File: src/rtl/amsc_pkg.sv
// Package of constants and types for the converter mode and scan control block
package amsc_pkg;

  // ************************************************************
  // Word layout of the mode control word
  // ************************************************************
  localparam int WORD_W        = 16;
  localparam int SEL_BIT       = 15;
  localparam int SCAN_HI       = 14;
  localparam int SCAN_LO       = 11;
  localparam int CHAN_HI       = 10;
  localparam int CHAN_LO       = 7;
  localparam int RST_HI        = 6;
  localparam int RST_LO        = 5;
  localparam int PM_HI         = 4;
  localparam int PM_LO         = 3;
  localparam int TAG_BIT       = 2;
  localparam int SWT_BIT       = 1;

  // ************************************************************
  // Reset values
  // ************************************************************
  localparam logic [3:0] SCAN_RST  = 4'h1;
  localparam logic [3:0] CHAN_RST  = 4'h0;
  localparam logic [1:0] PM_RST    = 2'h0;

  // ************************************************************
  // Codes
  // ************************************************************
  localparam logic [3:0] SCAN_NULL   = 4'h0;
  localparam logic [3:0] SCAN_MANUAL = 4'h1;
  localparam logic [3:0] SCAN_REPEAT = 4'h2;
  localparam logic [3:0] SCAN_STDINT = 4'h3;
  localparam logic [1:0] RST_NONE    = 2'h0;
  localparam logic [1:0] RST_FIFO    = 2'h1;
  localparam logic [1:0] RST_ALL     = 2'h2;

  // ************************************************************
  // Result words and FIFO
  // ************************************************************
  localparam int RES_W       = 12;
  localparam int FIFO_DEPTH  = 16;

  typedef enum logic [1:0] {
    AMSC_IDLE,
    AMSC_SHIFT,
    AMSC_DONE
  } amsc_frame_t;

endpackage

File: src/rtl/amsc_edge_sync.sv
// Two-stage synchroniser with edge detection for one link pin
`timescale 1ns/100ps
module amsc_edge_sync
  import amsc_pkg::*;
#(
  // Idle level of the pin, so that leaving reset shows no false edge
  parameter logic IDLE = 1'b0
) (
  input  wire logic clk_sys,
  input  wire logic sys_rst,
  input  wire logic pin,
  output logic      level,
  output logic      rise,
  output logic      fall
);

  logic meta_r;
  logic sync_r;
  logic last_r;

  always_ff @(posedge clk_sys) begin
    if (sys_rst) begin
      meta_r <= IDLE;
      sync_r <= IDLE;
      last_r <= IDLE;
    end else begin
      meta_r <= pin;
      sync_r <= meta_r;
      last_r <= sync_r;
    end
  end

  assign level = sync_r;
  assign rise  = sync_r & ~last_r;
  assign fall  = ~sync_r & last_r;

endmodule

File: src/rtl/amsc_top.sv
// Mode control word decoder, scan sequencer and serial output framing
`timescale 1ns/100ps
module amsc_top
  import amsc_pkg::*;
#(
  parameter int DEPTH = FIFO_DEPTH,
  parameter int REPEAT_COUNT = 4
) (
  input  wire logic        clk_sys,
  input  wire logic        sys_rst,
  input  wire logic        sclk,
  input  wire logic        cs_n,
  input  wire logic        din,
  input  wire logic        convert_start_pin_n,
  input  wire logic        conv_done,
  input  wire logic [11:0] conv_result,
  output logic             dout,
  output logic             conv_start,
  output logic [3:0]       conv_channel,
  output logic             conv_avg_allow,
  output logic             int_clock_mode,
  output logic [1:0]       power_state_select,
  output logic             tag_output_with_channel,
  output logic             software_convert_trigger,
  output logic [3:0]       scan_mode,
  output logic [3:0]       channel_pick,
  output logic [4:0]       fifo_count
);

  // FIFO pointers are four bits wide, so only a depth of sixteen is served
  if (DEPTH != 16 || (REPEAT_COUNT != 4 && REPEAT_COUNT != 8 &&
                      REPEAT_COUNT != 12 && REPEAT_COUNT != 16)) begin : g_bad_param
    $error("amsc_top: unsupported DEPTH or REPEAT_COUNT");
  end

  // ************************************************************
  // Link pin synchronisers
  // ************************************************************
  logic sclk_rise, sclk_fall, cs_lvl, cs_rise, cs_fall, cnv_fall, din_lvl;

  amsc_edge_sync u_sclk (.clk_sys(clk_sys), .sys_rst(sys_rst), .pin(sclk),
                         .level(), .rise(sclk_rise), .fall(sclk_fall));
  amsc_edge_sync #(.IDLE(1'b1)) u_cs (.clk_sys(clk_sys), .sys_rst(sys_rst), .pin(cs_n),
                         .level(cs_lvl), .rise(cs_rise), .fall(cs_fall));
  amsc_edge_sync #(.IDLE(1'b1)) u_cnv (.clk_sys(clk_sys), .sys_rst(sys_rst),
                         .pin(convert_start_pin_n),
                         .level(), .rise(), .fall(cnv_fall));
  amsc_edge_sync u_din  (.clk_sys(clk_sys), .sys_rst(sys_rst), .pin(din),
                         .level(din_lvl), .rise(), .fall());

  // ************************************************************
  // Frame shifter
  // ************************************************************
  amsc_frame_t     frame_r;
  logic [15:0]     shin_r;
  logic [15:0]     shout_r;
  logic [4:0]      bits_r;
  logic [3:0]      pend_chan_r;
  logic [11:0]     pend_res_r;

  wire in_frame   = ~cs_lvl;
  wire word_done  = (frame_r == AMSC_SHIFT) && sclk_rise && (bits_r == 5'd15);
  wire [15:0] word_in = {shin_r[14:0], din_lvl};
  wire is_mode_wr = word_done && (word_in[SEL_BIT] == 1'b0);
  wire [3:0] w_scan = word_in[SCAN_HI:SCAN_LO];
  wire [1:0] w_rst  = word_in[RST_HI:RST_LO];
  wire w_null = (w_scan == SCAN_NULL);

  // ************************************************************
  // Mode control word fields
  // ************************************************************
  wire  int_mode   = (scan_mode == SCAN_REPEAT) || (scan_mode == SCAN_STDINT);
  wire  rst_all    = is_mode_wr && (w_rst == RST_ALL);
  wire  rst_fifo   = is_mode_wr && (w_rst == RST_FIFO) || rst_all;
  wire  tag_now    = int_mode | tag_output_with_channel;
  wire  sw_fire    = int_mode && software_convert_trigger && cs_rise;
  wire  pin_fire   = int_mode && cnv_fall;

  always_ff @(posedge clk_sys) begin
    if (sys_rst || rst_all) begin
      scan_mode                <= SCAN_RST;
      channel_pick             <= CHAN_RST;
      power_state_select       <= PM_RST;
      tag_output_with_channel  <= 1'b0;
      software_convert_trigger <= 1'b0;
    end else if (is_mode_wr) begin
      if (!w_null) begin
        scan_mode    <= w_scan;
        channel_pick <= word_in[CHAN_HI:CHAN_LO];
        tag_output_with_channel <= word_in[TAG_BIT];
      end
      power_state_select       <= word_in[PM_HI:PM_LO];
      software_convert_trigger <= word_in[SWT_BIT];
    end else if (sw_fire) begin
      software_convert_trigger <= 1'b0;
    end
  end

  // ************************************************************
  // Sequencer and result FIFO
  // ************************************************************
  logic [11:0] fifo_r [DEPTH];
  logic [3:0]  fifo_chan_r [DEPTH];
  logic [3:0]  rd_r, wr_r;
  logic        busy_r;
  logic [4:0]  left_r;
  logic [3:0]  seq_chan_r;

  wire [4:0] scan_len = (scan_mode == SCAN_REPEAT) ? 5'(REPEAT_COUNT)
                                                   : {1'b0, channel_pick} + 5'd1;
  // A trigger that arrives while a scan runs is dropped, not queued
  wire start_scan  = (sw_fire || pin_fire) && !busy_r;
  wire push        = busy_r && conv_done && (fifo_count != 5'(DEPTH));
  wire pop         = word_done && (fifo_count != 5'd0) && int_mode;
  wire [3:0] next_chan = (scan_mode == SCAN_REPEAT) ? seq_chan_r : seq_chan_r + 4'd1;

  always_ff @(posedge clk_sys) begin
    if (sys_rst || rst_fifo) begin
      rd_r <= 4'h0; wr_r <= 4'h0; fifo_count <= 5'd0;
      for (int i = 0; i < DEPTH; i++) begin
        fifo_r[i] <= 12'h000; fifo_chan_r[i] <= 4'h0;
      end
    end else begin
      if (push) begin
        fifo_r[wr_r]      <= conv_result;
        fifo_chan_r[wr_r] <= conv_channel;
        wr_r              <= wr_r + 4'd1;
      end
      if (pop) rd_r <= rd_r + 4'd1;
      fifo_count <= fifo_count + 5'(push) - 5'(pop);
    end
  end

  always_ff @(posedge clk_sys) begin
    if (sys_rst || rst_all) begin
      busy_r <= 1'b0; left_r <= 5'd0; seq_chan_r <= 4'h0;
      conv_start <= 1'b0; conv_channel <= 4'h0;
      conv_avg_allow <= 1'b0; int_clock_mode <= 1'b0;
    end else begin
      int_clock_mode <= int_mode;
      conv_avg_allow <= int_mode;
      conv_start     <= 1'b0;
      if (start_scan) begin
        busy_r       <= 1'b1;
        left_r       <= scan_len;
        seq_chan_r   <= (scan_mode == SCAN_REPEAT) ? channel_pick : 4'h0;
        conv_channel <= (scan_mode == SCAN_REPEAT) ? channel_pick : 4'h0;
        conv_start   <= 1'b1;
      end else if (busy_r && conv_done) begin
        if (left_r == 5'd1) begin
          busy_r <= 1'b0;
        end else begin
          left_r       <= left_r - 5'd1;
          seq_chan_r   <= next_chan;
          conv_channel <= next_chan;
          conv_start   <= 1'b1;
        end
      end else if (is_mode_wr && (w_scan == SCAN_MANUAL)) begin
        // The word that enters manual mode already names its first channel
        conv_channel <= word_in[CHAN_HI:CHAN_LO];
        conv_start   <= 1'b1;
      end
    end
  end

  // Manual result held until the next frame loads it
  logic pend_load;
  assign pend_load = (scan_mode == SCAN_MANUAL) && conv_done && !busy_r;
  always_ff @(posedge clk_sys) begin
    if (sys_rst) begin
      pend_chan_r <= 4'h0; pend_res_r <= 12'h000;
    end else if (pend_load) begin
      pend_chan_r <= conv_channel;
      pend_res_r  <= conv_result;
    end
  end

  // ************************************************************
  // Frame timing and output word
  // ************************************************************
  wire [11:0] out_res  = int_mode ? fifo_r[rd_r] : pend_res_r;
  wire [3:0]  out_chan = int_mode ? fifo_chan_r[rd_r] : pend_chan_r;
  wire [15:0] out_word = tag_now ? {out_chan, out_res} : {out_res, 4'h0};

  always_ff @(posedge clk_sys) begin
    if (sys_rst) begin
      frame_r <= AMSC_IDLE; shin_r <= 16'h0000; shout_r <= 16'h0000;
      bits_r <= 5'd0; dout <= 1'b0;
    end else if (!in_frame) begin
      frame_r <= AMSC_IDLE;
      bits_r  <= 5'd0;
    end else if (cs_fall) begin
      frame_r <= AMSC_SHIFT;
      shout_r <= {out_word[14:0], 1'b0};
      dout    <= out_word[15];
    end else if (frame_r == AMSC_SHIFT) begin
      if (sclk_rise) begin
        shin_r <= word_in;
        bits_r <= bits_r + 5'd1;
        if (bits_r == 5'd15) frame_r <= AMSC_DONE;
      end
      if (sclk_fall) begin
        dout    <= shout_r[15];
        shout_r <= {shout_r[14:0], 1'b0};
      end
    end
  end

endmodule
File: config.mk
export PLATFORM = sky130hd
export DESIGN_NAME = amsc_top
export DESIGN_NICKNAME = d
export VERILOG_FILES = /design/src/rtl/amsc_pkg.sv /design/src/rtl/amsc_edge_sync.sv /design/src/rtl/amsc_top.sv
export SDC_FILE = /design/constraint.sdc
export NUM_CORES = 1
export LEC_CHECK = 0
export BUFFER_PORTS_ARGS = -buffer_cell sky130_fd_sc_hd__buf_2
export CORE_UTILIZATION = 56
export DETAILED_ROUTE_END_ITERATION = 8
export PLACE_DENSITY = 0.76
export SYNTH_ARGS = -nofsm -noshare
export SYNTH_HDL_FRONTEND = slang
export SYNTH_SLANG_ARGS = --single-unit
File: constraint.sdc
create_clock -name clk_sys -period 3.1 [get_ports clk_sys]
set_input_delay 0.155 -clock clk_sys [delete_from_list [all_inputs] [get_ports clk_sys]]
set_output_delay 0.155 -clock clk_sys [all_outputs]
set_load 0.02 [all_outputs]
Word level (Yosys, flattened, before mapping)
Memory sizes are Yosys's and may differ from the RTL's. A register that Yosys moved wholly into a read port is not among the register bits.
Cells that the tools add are included.
{ "word_totals": {"reg_bits": 107, "latchBits": 0, "ram_bits": 256, "rom_bits": 0, "inputBits": 19, "output_inout_bits": 25, "mem_count": 2} }
{ "op_classes": {"addsub": 8, "multipliers": 0, "div": 0, "magnitude_cmp": 0, "eq_ne": 12, "shift": 0, "n_mux": 49, "bitwise": 14, "n_reduce_logical": 45} }
{ "mem_list": {"columns": ["memory", "depth", "word_bits", "rd", "rd_ports_with_merged_regs", "write_ports", "line", "rtl"], "rows": [
  ["fifo_r", 16, 12, 1, 1, 16, "amsc_top.sv:102", "logic [11:0] fifo_r [DEPTH];"],
  ["fifo_chan_r", 16, 4, 1, 1, 16, "amsc_top.sv:103", "logic [3:0] fifo_chan_r [DEPTH];"]
]} }
{ "ops": {"columns": ["cell", "n"], "rows": [
  ["two-way mux 16 bit", 4],
  ["two-way mux 4 bit", 16],
  ["two-way mux 12 bit", 2],
  ["two-way mux 1 bit", 23],
  ["two-way mux 5 bit", 4],
  ["logical AND 1 bit", 16],
  ["nonzero test 2 bit", 7],
  ["adder 4 x 1 -> 4 bit (second input constant)", 3],
  ["AND reduction 3 bit", 4],
  ["OR reduction 12 bit", 1],
  ["== test 4 x 1 -> 1 bit (second input constant)", 2],
  ["== test 4 x 2 -> 1 bit (second input constant)", 2],
  ["NOT 1 bit", 8],
  ["AND reduction 2 bit", 4],
  ["adder 4 x 1 -> 5 bit (second input constant)", 1],
  ["adder 5 x 1 -> 5 bit", 1],
  ["adder 5 x 1 -> 5 bit (second input constant)", 1],
  ["bitwise AND 1 bit", 5],
  ["== test 5 x 1 -> 1 bit (second input constant)", 1],
  ["== test 5 x 4 -> 1 bit (second input constant)", 1],
  ["logical OR 1 bit", 5],
  ["inequality test 5 bit (second input constant)", 1],
  ["nonzero test 5 bit", 1],
  ["subtractor 5 x 1 -> 5 bit", 1],
  ["other kinds (13)", 14]
]} }

Logic depth before layout (Yosys ltp)
{ "logic_depth": {"word_depth": 12, "mapped_depth": 14} }

Modules after synthesis
A second synthesis with hierarchy kept.
{ "hier_totals": {"hier_cells": 1317, "hier_area_um2": 16990.0} }
{ "modules_own_cells": {"columns": ["mod", "n_inst", "cells_each", "area_each_um2"], "rows": [
  ["amsc_top", 1, 1285, 16622.2],
  ["amsc_edge_sync (u_cnv ...)", 2, 8, 92.6],
  ["amsc_edge_sync (u_din ...)", 2, 8, 91.3]
]} }

Worst setup path before layout
OpenSTA, ideal clock, no wires.
{ "synth_path": {"path_kind": "reg-to-reg", "from": "reg bits_r[0]", "to": "mem fifo_chan_r[7][0], enable pin", "setup_ps": 465, "arrival_time_ps": 2491, "required_ps": 2635, "path_slack_ps": 145, "path_stages_with_launch": 11, "path_buffers": 2, "cell_sequence": "dfxtp_1 > ha_1 > and3_1 > ha_1 > inv_1 > or3_1 > buf_6 > nor2_1 > nor2_1 > clkbuf_1 > o21ai_0"} }
{ "synth_rtl": {"columns": ["item", "line", "rtl"], "rows": [
  ["from (decl)", "amsc_top.sv:57", "logic [4:0] bits_r;"],
  ["from (signal assigned)", "amsc_top.sv:199", "bits_r <= bits_r + 5'd1;"],
  ["to (decl)", "amsc_top.sv:103", null]
]} }

==> qor.yml <==
pwr:
  combPwrFrac: 0.030
  seq_power_share: 0.525
  swShare: 0.2099
  totalPowerFinal_mw: 10.30
  p_per_area_nw_per_um2: 548.0
  intPower_mw: 8.135
  vdd_drop_max_v: 0.0004098
  clkPwrFrac: 0.445
  p_leak_nw: 6.933
  p_switching_mw: 2.161
grt:
  grt_pass1_wl_um: 59370
  overflow: 0
  grt_pass1_vias: 10290
  grt_usage: 0.2585
  grt_antenna_before_repair: 2
  grt_max_degree: 30
critical_path:
  startpoint: "bits_r[0]"
  regToRegSetupSlack_ns: 0.23
  crit_fanout: 17
  worstPathRequired_ns: 3.32
  critPathKind: "flip-flop to flip-flop"
  cp-start-kind: "flip-flop"
  crit_slowest_cell: "nor3_4"
  cp-end-kind: "flip-flop"
  cp_slowest_stage_delay_ns: 0.47
  timing.rr.start: "bits_r[0]"
  worstPathArrival_ns: 3.08
  path_cells: "ha_1 -> and3_1 -> ha_1 -> inv_1 -> or3_1 -> o21ai_4 -> buf_4 -> nor3_4 -> nand2b_1 -> buf_4"
drt:
  wirelength_um: 38030
  vias: 10010
  drt_iter0_drc: 995
  drt-pass1-iter-count: 5
  vias_per_cell: 5.837
  routedWlPerCell_um: 22.18
  drt.antenna.violating_nets: 0
  drcViolationCount: 0
final_layout:
  nets: 1331
  area_growth_pct: 11.89
  num-fill-cells: 2201
  multiInputGateArea_um2: 6410
  final_layout_size_suffix_gt1_frac: 0.2130
  regArea_um2: 9897
clock_network:
  ctsHtreeMaxLevel: 2
  cts_root_buf: "clkbuf_16"
  clkLatencyLatePin_ns: 0.54
  clock_path_buffers: 3
  cts_tree: "done"
  cts_buffers: 39
  clk_pin_slew_ns: 0.06
  clock-sinks: 366
synthesis:
  syn_inst: 1238
  synth_edf_count: 256
  yosys_register_bits: 366
  syn_nets: 1275
  synth_cell_types: 70
  postSynthAreaPerCell_um2: 13.56
  synth_flop_cell: "edfxtp_1"
  yosysSeqAreaShare: 0.5889
  synth_warnings: 0
  synthesis.area_um2: 16790
  async_reset_ff_frac: 0
timing:
  min_period_ns: 2.867
  slew-limit-headroom: 0.3085
  fmax_mhz: 348.8
  finalCritPeriodShare: 0.9248
  slew_violations: 0
  setup_viol: 0
  worst_pin_slew_ns: 1.036
  clock-skew-final_ns: 0.01253
  tns_ns: 0
  rsz0062_at_grt: "false"
  hold_viol: 0
worst_hold_path:
  min_from: "conv_done"
  hold_path.class: "input port to flip-flop"
placement:
  port_buffers: 43
  hpwl_um: 24810
  place.gp.congestion: 0.9041
run:
  maxCapViolations: 0
status:
  status: "finished, final reports clean"
die:
  start_util: 0.5681
  io_pins: 44
  die_x_um: 175.2
  die_h_um: 175.2
  core_um2: 29560
  rows: 63
  dieArea_um2: 30680
## final timing paths
path / end / depth (start not counted)
setup reg to reg: fifo_chan_r[4][1] / 10
hold reg to reg: u_cs.level / 1
hold / removal: conv_channel[3] / 3
setup / recovery: fifo_chan_r[4][1] / 10
## area by class of cell
type,instances,share of cell area
timing repair buffer,96,0.03516
antenna,1,0.0001332
tap,390,0.02597
clock inverter,15,0.005993
inverter,17,0.003396
multi-input combinational,774,0.3411
clock buffer,56,0.06146
sequential,366,0.5267
## stage by stage
| step | hold slack (ns) | util | cells | area, µm² | setup slack (ns) |
|---|---|---|---|---|---|
| 6_report | 0.03171 | 0.6356 | 1715 | 18790 | 0.2330 |
| 4_1_cts | 0.008147 | 0.6343 | 1710 | 18750 | 0.1035 |
| 2_1_floorplan | 0.2588 | - | 1238 | 16790 | 0.1446 |
| 3_3_place_gp | 0.3394 | 0.5901 | 1635 | 17440 | 0.2230 |
| 5_1_grt | 0.04230 | 0.6356 | 1715 | 18790 | 0.04636 |
| 3_5_place_dp | 0.3398 | 0.5901 | 1635 | 17440 | 0.1173 |
## worst max-delay path: cells and delay by family, from the launching register on
family / cells / cell delay, ns
AND/OR/NAND/NOR: 4 / 1.04
AO/OA/AOI/OAI: 1 / 0.15
flip-flops: 1 / 0.33
adder cells (fa/ha/maj): 2 / 0.41
buffers and inverters: 3 / 0.60
## kinds of logic (layout without fill, tap and decap cells)
kind of cell             count (synthesis)  count (layout)  synth area share
XOR/XNOR                                23              23           0.01200
other                                    0               1                 0
flip-flops                             366             366            0.5889
AO/OA/AOI/OAI                          102             102           0.04285
multiplexers                           157             157            0.1413
buffers and inverters                   98             184           0.02980
adder cells (fa/ha/maj)                 18              18           0.01386
AND/OR/NAND/NOR                        474             474            0.1712
## state kept, by name, indices dropped and copies added (netlist names), 2 cells and up, named ones only
| register | cells |
|---|---|
| left_r | 5 |
| fifo_count | 5 |
| shin_r | 15 |
| seq_chan_r | 4 |
| wr_r | 4 |
| frame_r | 2 |
| pend_res_r | 12 |
| fifo_chan_r | 64 |
| conv_channel | 4 |
| scan_mode | 4 |
| power_state_select | 2 |
| rd_r | 4 |
| pend_chan_r | 4 |
| shout_r | 15 |
| bits_r | 5 |
| channel_pick | 4 |
| fifo_r | 192 |
## layout by cell type, fill, tap and decap left out, types with 7 or more instances in the layout
cell / instances
xnor2_1: 11
inv_1: 17
a31oi_1: 8
xor2_1: 12
nand2b_1: 16
edfxtp_1: 256
or2_2: 9
buf_2: 43
mux4_2: 64
clkbuf_16: 41
nand3_1: 12
buf_4: 46
o21ai_0: 21
dfxtp_1: 108
nor3_4: 10
a211o_1: 7
and2_2: 12
nor2b_1: 7
a21oi_1: 23
ha_1: 17
nor3_1: 14
clkbuf_8: 7
mux2i_1: 92
nand2_1: 27
and2_1: 237
nor2_1: 84
and2_4: 10
or3_1: 7
## power groups by stage
stage	sequential [mW]	clock [mW]	combinational, mW
2_1_floorplan	5.48	0	0.175
3_3_place_gp	5.50	0	0.300
3_5_place_dp	5.51	0	0.307
4_1_cts	5.40	4.63	0.311
5_1_grt	5.41	4.82	0.331
6_report	5.40	4.59	0.309
## routing by layer
metal  routed length (µm)  share of wire  global-route usage
met1                15440           0.41              0.3341
met2                18900           0.50              0.4334
met3                 2407          0.063             0.04721
met4                 1273          0.033              0.1014
met5                   10        0.00026                   0
## Yosys cell counts (11+ instances only)
cell | number | area (µm²)
xor2_1 | 12 | 105.1
mux2i_1 | 92 | 920.9
nand2_1 | 27 | 101.4
ha_1 | 17 | 212.7
a21oi_1 | 23 | 115.1
clkbuf_1 | 42 | 157.7
nor2_1 | 85 | 319.1
buf_6 | 11 | 123.9
nor3_1 | 14 | 70.07
inv_1 | 17 | 63.81
edfxtp_1 | 256 | 7687
xnor2_1 | 11 | 96.34
and2_2 | 12 | 90.09
buf_2 | 23 | 115.1
nand2b_1 | 16 | 100.1
mux4_2 | 64 | 1441
nand3_1 | 12 | 60.06
o21ai_0 | 25 | 125.1
dfxtp_1 | 110 | 2202
and2_1 | 237 | 1483
## timing repair
action | CTS | global route
hold buffers | 4 | 0
setup endpoints to repair | 0 | 257
resized for setup | 0 | 2
buffers inserted | 0 | 4
endpoints found under the hold margin | 4 | 0
Note: power is estimated with default switching activity, not from simulation.
